## config.mk

```make
export PLATFORM = sky130hd
export DESIGN_NAME = lvg_bank
export DESIGN_NICKNAME = d
export VERILOG_FILES = /design/src/lvg_pkg.sv /design/src/lvg_bank.sv
export VERILOG_INCLUDE_DIRS = /design/src
export SDC_FILE = /design/constraint.sdc
export NUM_CORES = 1
export LEC_CHECK = 0
export ABC_AREA = 1
export BUFFER_PORTS_ARGS = -buffer_cell sky130_fd_sc_hd__buf_2
export CAP_MARGIN = 20
export CORE_AREA = 2 2 193 195
export DETAILED_ROUTE_END_ITERATION = 6
export DIE_AREA = 0 0 195 197
export SLEW_MARGIN = 30
export SYNTH_ARGS = -nofsm -noshare
export SYNTH_HDL_FRONTEND = slang
export SYNTH_SLANG_ARGS = --single-unit
```

## constraint.sdc

```tcl
create_clock -name clk_sys -period 4.55 [get_ports clk_sys]
set_clock_uncertainty 0.1 [all_clocks]
set_input_delay 0.6825 -clock clk_sys [delete_from_list [all_inputs] [get_ports clk_sys]]
set_output_delay 0.6825 -clock clk_sys [all_outputs]
set_load 0.05 [all_outputs]
```

## src/lvg_bank_regs.svh

```systemverilog
// Register layout, reset value and timing constants of the low-voltage I/O bank
`ifndef LVG_BANK_REGS_SVH
`define LVG_BANK_REGS_SVH

`define LVG_CHANNELS 4
`define LVG_REG_W 16
`define LVG_SEL_W 2

`define LVG_DIR_BIT 0
`define LVG_DIN_BIT 1
`define LVG_DOUT_BIT 2
`define LVG_HYS_BIT 3
`define LVG_DBNC_LSB 4
`define LVG_DBNC_MSB 5
`define LVG_EDGE_LSB 6
`define LVG_EDGE_MSB 7
`define LVG_PKE_BIT 8
`define LVG_ODE_BIT 9
`define LVG_DSE_BIT 10
`define LVG_PUE_BIT 11
`define LVG_PUS_LSB 12
`define LVG_PUS_MSB 13
`define LVG_SRE_LSB 14
`define LVG_SRE_MSB 15

`define LVG_CTRL_RESET 16'h3808

`define LVG_CLK_MHZ 250
`define LVG_DBNC_STEP_MS 10
`define LVG_US_PER_MS 1000
`define LVG_DBNC_CNT_W 24

`endif

```

## src/lvg_pkg.sv

```systemverilog
// Types shared by the low-voltage I/O bank
package lvg_pkg;

    typedef enum logic [1:0] {
        LVG_EDGE_NONE,
        LVG_EDGE_FALL,
        LVG_EDGE_RISE,
        LVG_EDGE_BOTH
    } lvg_edge_t;

    typedef enum logic [1:0] {
        LVG_PULL_10K_DOWN,
        LVG_PULL_10K_UP,
        LVG_PULL_100K_DOWN,
        LVG_PULL_100K_UP
    } lvg_pull_t;

endpackage : lvg_pkg

```

## src/lvg_bank.sv

```systemverilog
// Four-channel low-voltage general purpose I/O bank with per-channel control registers
//
// Functional notes
// - Four independent channels, each configured separately
// - One 16-bit control register per channel
// - Direction bit: 0 input, 1 output drives
// - Read-only bit reports sampled pin level
// - Output level bit sets driven pin level
// - Open drain pulls low only, else push-pull
// - Debounce select: none, 10, 20, 30 ms
// - Edge event select: none, fall, rise, both
// - Pull enable connects selected pull resistor
// - Pull select picks strength and direction
`timescale 1ns/100ps
`include "lvg_bank_regs.svh"

module lvg_bank #(
    parameter int CHANNELS = `LVG_CHANNELS,
    parameter int DBNC_STEP_CYC = `LVG_DBNC_STEP_MS * `LVG_US_PER_MS * `LVG_CLK_MHZ
) (
    input wire logic clk_sys,
    input wire logic sys_rst,
    input wire logic reg_wr_en,
    input wire logic reg_rd_en,
    input wire logic [`LVG_SEL_W-1:0] reg_sel,
    input wire logic [`LVG_REG_W-1:0] reg_wdata,
    output logic [`LVG_REG_W-1:0] reg_rdata,
    input wire logic [CHANNELS-1:0] pad_in,
    output logic [CHANNELS-1:0] pad_out,
    output logic [CHANNELS-1:0] pad_oe,
    output logic [CHANNELS-1:0] pull_en,
    output logic [CHANNELS-1:0] pull_up,
    output logic [CHANNELS-1:0] pull_strong,
    output logic [CHANNELS-1:0] edge_event
);

    localparam int CNT_W = `LVG_DBNC_CNT_W;

    // Refuse parameter values the select width and counter cannot serve
    if (CHANNELS != `LVG_CHANNELS)
    begin : g_bad_channels
        $error("lvg_bank: channel count must match the register select width");
    end
    if (DBNC_STEP_CYC < 1 || (longint'(DBNC_STEP_CYC) * 3) >= (longint'(1) << CNT_W))
    begin : g_bad_step
        $error("lvg_bank: debounce step does not fit the counter");
    end

    logic [`LVG_REG_W-1:0] ctrl_r [CHANNELS];
    logic [`LVG_REG_W-1:0] ctrl_nxt [CHANNELS];
    logic [CHANNELS-1:0] samp_r;
    logic [CHANNELS-1:0] samp_nxt;
    logic [CHANNELS-1:0] deb_r;
    logic [CHANNELS-1:0] deb_nxt;
    logic [CNT_W-1:0] cnt_r [CHANNELS];
    logic [CNT_W-1:0] cnt_nxt [CHANNELS];
    logic [CHANNELS-1:0] pad_out_r;
    logic [CHANNELS-1:0] pad_out_nxt;
    logic [CHANNELS-1:0] pad_oe_r;
    logic [CHANNELS-1:0] pad_oe_nxt;
    logic [CHANNELS-1:0] pull_en_r;
    logic [CHANNELS-1:0] pull_en_nxt;
    logic [CHANNELS-1:0] pull_up_r;
    logic [CHANNELS-1:0] pull_up_nxt;
    logic [CHANNELS-1:0] pull_strong_r;
    logic [CHANNELS-1:0] pull_strong_nxt;
    logic [CHANNELS-1:0] evt_r;
    logic [CHANNELS-1:0] evt_nxt;
    logic [`LVG_REG_W-1:0] rdata_r;
    logic [`LVG_REG_W-1:0] rdata_nxt;

    localparam logic [CNT_W-1:0] STEP1 = CNT_W'(DBNC_STEP_CYC);
    localparam logic [CNT_W-1:0] STEP2 = CNT_W'(2 * DBNC_STEP_CYC);
    localparam logic [CNT_W-1:0] STEP3 = CNT_W'(3 * DBNC_STEP_CYC);

    genvar gi;
    generate
        for (gi = 0; gi < CHANNELS; gi = gi + 1)
        begin : g_chan
            logic dir;
            logic dout;
            logic open_drain_select;
            logic [1:0] dbnc;
            logic [CNT_W-1:0] limit;
            lvg_pkg::lvg_edge_t edge_sel;
            lvg_pkg::lvg_pull_t pull_sel;

            always_comb
            begin
                dir = ctrl_r[gi][`LVG_DIR_BIT];
                dout = ctrl_r[gi][`LVG_DOUT_BIT];
                open_drain_select = ctrl_r[gi][`LVG_ODE_BIT];
                dbnc = ctrl_r[gi][`LVG_DBNC_MSB:`LVG_DBNC_LSB];
                edge_sel = lvg_pkg::lvg_edge_t'(ctrl_r[gi][`LVG_EDGE_MSB:`LVG_EDGE_LSB]);
                pull_sel = lvg_pkg::lvg_pull_t'(ctrl_r[gi][`LVG_PUS_MSB:`LVG_PUS_LSB]);

                // Software write; the input level bit is never stored
                ctrl_nxt[gi] = ctrl_r[gi];
                if (reg_wr_en && (int'(reg_sel) == gi))
                begin
                    ctrl_nxt[gi] = reg_wdata;
                    ctrl_nxt[gi][`LVG_DIN_BIT] = 1'b0;
                end

                samp_nxt[gi] = pad_in[gi];

                case (dbnc)
                    2'h1: limit = STEP1;
                    2'h2: limit = STEP2;
                    2'h3: limit = STEP3;
                    default: limit = {CNT_W{1'b0}};
                endcase

                // Level must stay different for the whole window before it is accepted
                deb_nxt[gi] = deb_r[gi];
                cnt_nxt[gi] = {CNT_W{1'b0}};
                if (dbnc == 2'h0)
                    deb_nxt[gi] = samp_r[gi];
                else if (samp_r[gi] != deb_r[gi])
                begin
                    if (cnt_r[gi] + 1'b1 >= limit)
                        deb_nxt[gi] = samp_r[gi];
                    else
                        cnt_nxt[gi] = cnt_r[gi] + 1'b1;
                end

                case (edge_sel)
                    lvg_pkg::LVG_EDGE_FALL: evt_nxt[gi] = deb_r[gi] & ~deb_nxt[gi];
                    lvg_pkg::LVG_EDGE_RISE: evt_nxt[gi] = ~deb_r[gi] & deb_nxt[gi];
                    lvg_pkg::LVG_EDGE_BOTH: evt_nxt[gi] = deb_r[gi] ^ deb_nxt[gi];
                    default: evt_nxt[gi] = 1'b0;
                endcase

                if (open_drain_select)
                begin
                    pad_out_nxt[gi] = 1'b0;
                    pad_oe_nxt[gi] = dir & ~dout;
                end
                else
                begin
                    pad_out_nxt[gi] = dout;
                    pad_oe_nxt[gi] = dir;
                end

                pull_en_nxt[gi] = ctrl_r[gi][`LVG_PUE_BIT];
                case (pull_sel)
                    lvg_pkg::LVG_PULL_10K_DOWN:
                    begin
                        pull_up_nxt[gi] = 1'b0;
                        pull_strong_nxt[gi] = 1'b1;
                    end
                    lvg_pkg::LVG_PULL_10K_UP:
                    begin
                        pull_up_nxt[gi] = 1'b1;
                        pull_strong_nxt[gi] = 1'b1;
                    end
                    lvg_pkg::LVG_PULL_100K_DOWN:
                    begin
                        pull_up_nxt[gi] = 1'b0;
                        pull_strong_nxt[gi] = 1'b0;
                    end
                    default:
                    begin
                        pull_up_nxt[gi] = 1'b1;
                        pull_strong_nxt[gi] = 1'b0;
                    end
                endcase
            end

            always_ff @(posedge clk_sys)
            begin
                if (sys_rst)
                begin
                    ctrl_r[gi] <= `LVG_CTRL_RESET;
                    cnt_r[gi] <= {CNT_W{1'b0}};
                end
                else
                begin
                    ctrl_r[gi] <= ctrl_nxt[gi];
                    cnt_r[gi] <= cnt_nxt[gi];
                end
            end
        end
    endgenerate

    always_comb
    begin
        rdata_nxt = rdata_r;
        if (reg_rd_en)
        begin
            rdata_nxt = ctrl_r[reg_sel];
            rdata_nxt[`LVG_DIN_BIT] = samp_r[reg_sel];
        end
    end

    always_ff @(posedge clk_sys)
    begin
        if (sys_rst)
        begin
            samp_r <= '0;
            deb_r <= '0;
            pad_out_r <= '0;
            pad_oe_r <= '0;
            pull_en_r <= '0;
            pull_up_r <= '0;
            pull_strong_r <= '0;
            evt_r <= '0;
            rdata_r <= '0;
        end
        else
        begin
            samp_r <= samp_nxt;
            deb_r <= deb_nxt;
            pad_out_r <= pad_out_nxt;
            pad_oe_r <= pad_oe_nxt;
            pull_en_r <= pull_en_nxt;
            pull_up_r <= pull_up_nxt;
            pull_strong_r <= pull_strong_nxt;
            evt_r <= evt_nxt;
            rdata_r <= rdata_nxt;
        end
    end

    assign reg_rdata = rdata_r;
    assign pad_out = pad_out_r;
    assign pad_oe = pad_oe_r;
    assign pull_en = pull_en_r;
    assign pull_up = pull_up_r;
    assign pull_strong = pull_strong_r;
    assign edge_event = evt_r;

endmodule : lvg_bank

```

==> impl_metrics.tcl <==
set metrics [dict create \
    synthToLayoutAreaGrowth_pct 16.0 \
    crit_path_end_kind "register" \
    wl_mm 25.4 \
    cts-root-buf "clkbuf_16" \
    grt_max_degree 64 \
    synthAdderAreaFrac_pct 11.8 \
    clk_path_buf_depth 3 \
    hold_class "in2reg" \
    ys_async_sr_fraction_pct 0 \
    cts.sinks 204 \
    coreArea_um2 36300 \
    worstSetupPathType "reg2reg" \
    final_common_cell "inv_1" \
    syn_area_um2 10800 \
    outcome "completed" \
    holdWs_ns 0.287 \
    slew_headroom_pct 51.3 \
    n_antenna_cell 0 \
    drive_above_1_share_pct 10.3 \
    ant_nets 0 \
    cts.clk_slew.worst_paths_ns 0.06 \
    numCtsBuffers 24 \
    leakagePower_nw 5.57 \
    cap_viol_max_count 0 \
    drc 0 \
    cts_tree "built" \
    ys_ff_latch 204 \
    ys_seq_area_share_pct 37.7 \
    met3_wirelength_mm 1.11 \
    p_per_area_nw_per_um2 353 \
    vias_per_cell 4.57 \
    clk_latency_ns 0.52 \
    gr-usage-all-layers_pct 13.3 \
    dr.first_iter.drc_count 518 \
    drt_pass1_iterations 5 \
    vias 9153 \
    fmax_ghz 0.247 \
    antenna_found_initial 5 \
    crit_arrival_ns 4.40 \
    io_pins 66 \
    gr-total-overflow 0 \
    seqCellArea_um2 4080 \
    synth_xor_xnor_area_share_pct 4.52 \
    die_area_um2 38400 \
    globalplace.congestion 0.871 \
    startpoint_type "register" \
    cts_hold_buf 0 \
    setup-tns-final_ns 0 \
    placed_area_um2 11600 \
    fillCellCount 3865 \
    final-hold-violation-count 0 \
    met1_length_mm 11.8 \
    multi_input_area_um2 5710 \
    yosys.area_share.simple_pct 23.4 \
    crit_fanout 5 \
    worst_pin_slew_ns 0.729 \
    die_w_um 195 \
    synth_edf_count 0 \
    grt_pass1_vias 8736 \
    synth_cell_types 51 \
    slew_viol_final 0 \
    htree_levels 1 \
    synth_top_family_by_area "simple AND/OR/NAND/NOR gates" \
    rsz0062_at_grt "false" \
    final_cell_area_um2 12600 \
    rows 70 \
    synth_compound_area_share_pct 12.8 \
    mostFrequentLayoutCells "inv_1, nand2_1, nor2_1, dfxtp_1, ha_1" \
    finalSetupViolations 0 \
    min_period_ns 4.04 \
    cp_data_required_time_ns 4.91 \
    synthFlopType "dfxtp_1" \
    die_height_um 197 \
    muxShareOfSynthArea_pct 0 \
    highest_layer "met5" \
    dp_hpwl_mm 19.1 \
    grt_pass1_wl_mm 42.3 \
    synth_warnings 0 \
    dr_wl_met2_mm 11.8 \
    start_util_pct 29.8 \
    fin_crit_sh_pct 88.8 \
    detail_route.wl_per_cell_um 12.7 \
    port_buffers 64 \
    layout.nets 1644 \
    ir_drop_uv 212 \
    syn_area_per_cell_um2 7.46 \
    postSynthCellCount 1451 \
]
==> cells in the mapped netlist, types with 2 or more instances <==
master | n | area, um2
inv_1 | 235 | 882
nand2_1 | 222 | 833
nor2_1 | 220 | 826
dfxtp_1 | 204 | 4080
ha_1 | 102 | 1280
a21oi_1 | 91 | 455
o21ai_0 | 76 | 380
nand3_1 | 40 | 200
xor2_1 | 36 | 315
clkbuf_1 | 27 | 101
nand4_1 | 21 | 131
xnor2_1 | 18 | 158
nor3_1 | 16 | 80.1
a221oi_1 | 15 | 131
o22ai_1 | 15 | 93.8
nor2_2 | 14 | 87.6
a211oi_1 | 9 | 67.6
o211ai_1 | 9 | 67.6
nand2_2 | 7 | 43.8
o21bai_1 | 7 | 52.6
or2_2 | 7 | 43.8
buf_2 | 5 | 25.0
nand3b_1 | 5 | 37.5
a21o_1 | 4 | 30.0
nor3b_1 | 4 | 30.0
a21oi_2 | 3 | 26.3
buf_6 | 3 | 33.8
nor3_2 | 3 | 30.0
nor4_1 | 3 | 18.8
o2111ai_1 | 3 | 26.3
or3_1 | 3 | 18.8
a22oi_1 | 2 | 15.0
a31oi_1 | 2 | 12.5
nand4_4 | 2 | 42.5
o21a_1 | 2 | 15.0
==> registers in the layout, summed over array words and instances (netlist names) <==
signal / flops
cnt_r: 96
pad_out: 4
pull_en: 4
pull_strong: 4
samp_r: 4
ctrl_r: 60
reg_rdata: 16
edge_event: 4
deb_r: 4
pull_up: 4
pad_oe: 4
==> report_power, final <==
part,leakage [nW],switching (mW),internal [mW]
Combinational,3.46,0.256,0.108
Sequential,1.66,0.0323,1.84
Clock,0.444,0.776,1.42
==> kinds of logic (layout without fill, tap and decap cells) <==
logic type | Yosys count | count (layout)
AO/OA/AOI/OAI | 240 | 240
flip-flops | 204 | 204
buffers and inverters | 271 | 350
XOR/XNOR | 55 | 55
AND/OR/NAND/NOR | 578 | 578
other | 1 | 4
adder cells (fa/ha/maj) | 102 | 102
==> cell type report <==
cell class / instances / area share, %
Clock buffer: 32 / 5.59
Clock inverter: 11 / 1.70
Inverter: 236 / 7.06
Multi-Input combinational cell: 979 / 45.5
Sequential cell: 204 / 32.5
Tap cell: 468 / 4.67
Timing Repair Buffer: 71 / 2.97
==> metrics by stage <==
step           instances  total power [mW]  worst slack (ns)  util, %
2_1_floorplan       1454              2.17             0.946        -
6_report            2001              4.43             0.509     34.6
3_3_place_gp        1958              2.27             0.507     32.1
5_1_grt             2001              4.62            0.0308     34.6
4_1_cts             2001              4.48             0.411     34.6
3_5_place_dp        1958              2.28             0.450     32.1
==> layer usage <==
layer  up-vias  global-route usage (%)
met2       166                    23.1
met4         4                    4.35
met3        43                    2.07
met5         -                       0
met1      4150                    16.8
li1       4790                       -
==> critical path, cell delays in order (launching register included) <==
cell     delay [ns]
dfxtp_1        0.41
ha_1           0.26
nand2_2        0.08
nor2_2         0.10
nand2_2        0.10
nor2_1         0.13
inv_1          0.06
nor2_1         0.11
nand2_1        0.12
or3_1          0.34
xor2_1         0.22
ha_1           0.27
nand2_1        0.06
inv_1          0.04
nand2_1        0.07
nand2_1        0.05
nor2_1         0.10
nand3_1        0.08
nor2_1         0.12
nand2_1        0.07
nand2_1        0.08
nand3_2        0.09
o21ai_0        0.22
inv_1          0.07
ha_1           0.27
a21oi_1        0.14
o21ai_0        0.09
a21oi_1        0.13
==> what timing repair did <==
item,4_1_cts,5_1_grt
endpoints found under the setup margin,0,1
buffers inserted,0,0
gates resized for setup,0,1
endpoints found under the hold margin,0,0
==> final timing paths <==
check	depth (start not counted)	slack, ns	endpoint	start
worst min-delay path	3	0.29	samp_r[0]	pad_in[0]
worst max-delay path	27	0.51	edge_event[2]	cnt_r[2][0]
worst max register to register	27	0.51	edge_event[2]	cnt_r[2][0]
worst min register to register	1	0.32	pull_strong[3]	ctrl_r[3][13]
Power figures use the tool's default switching activity.
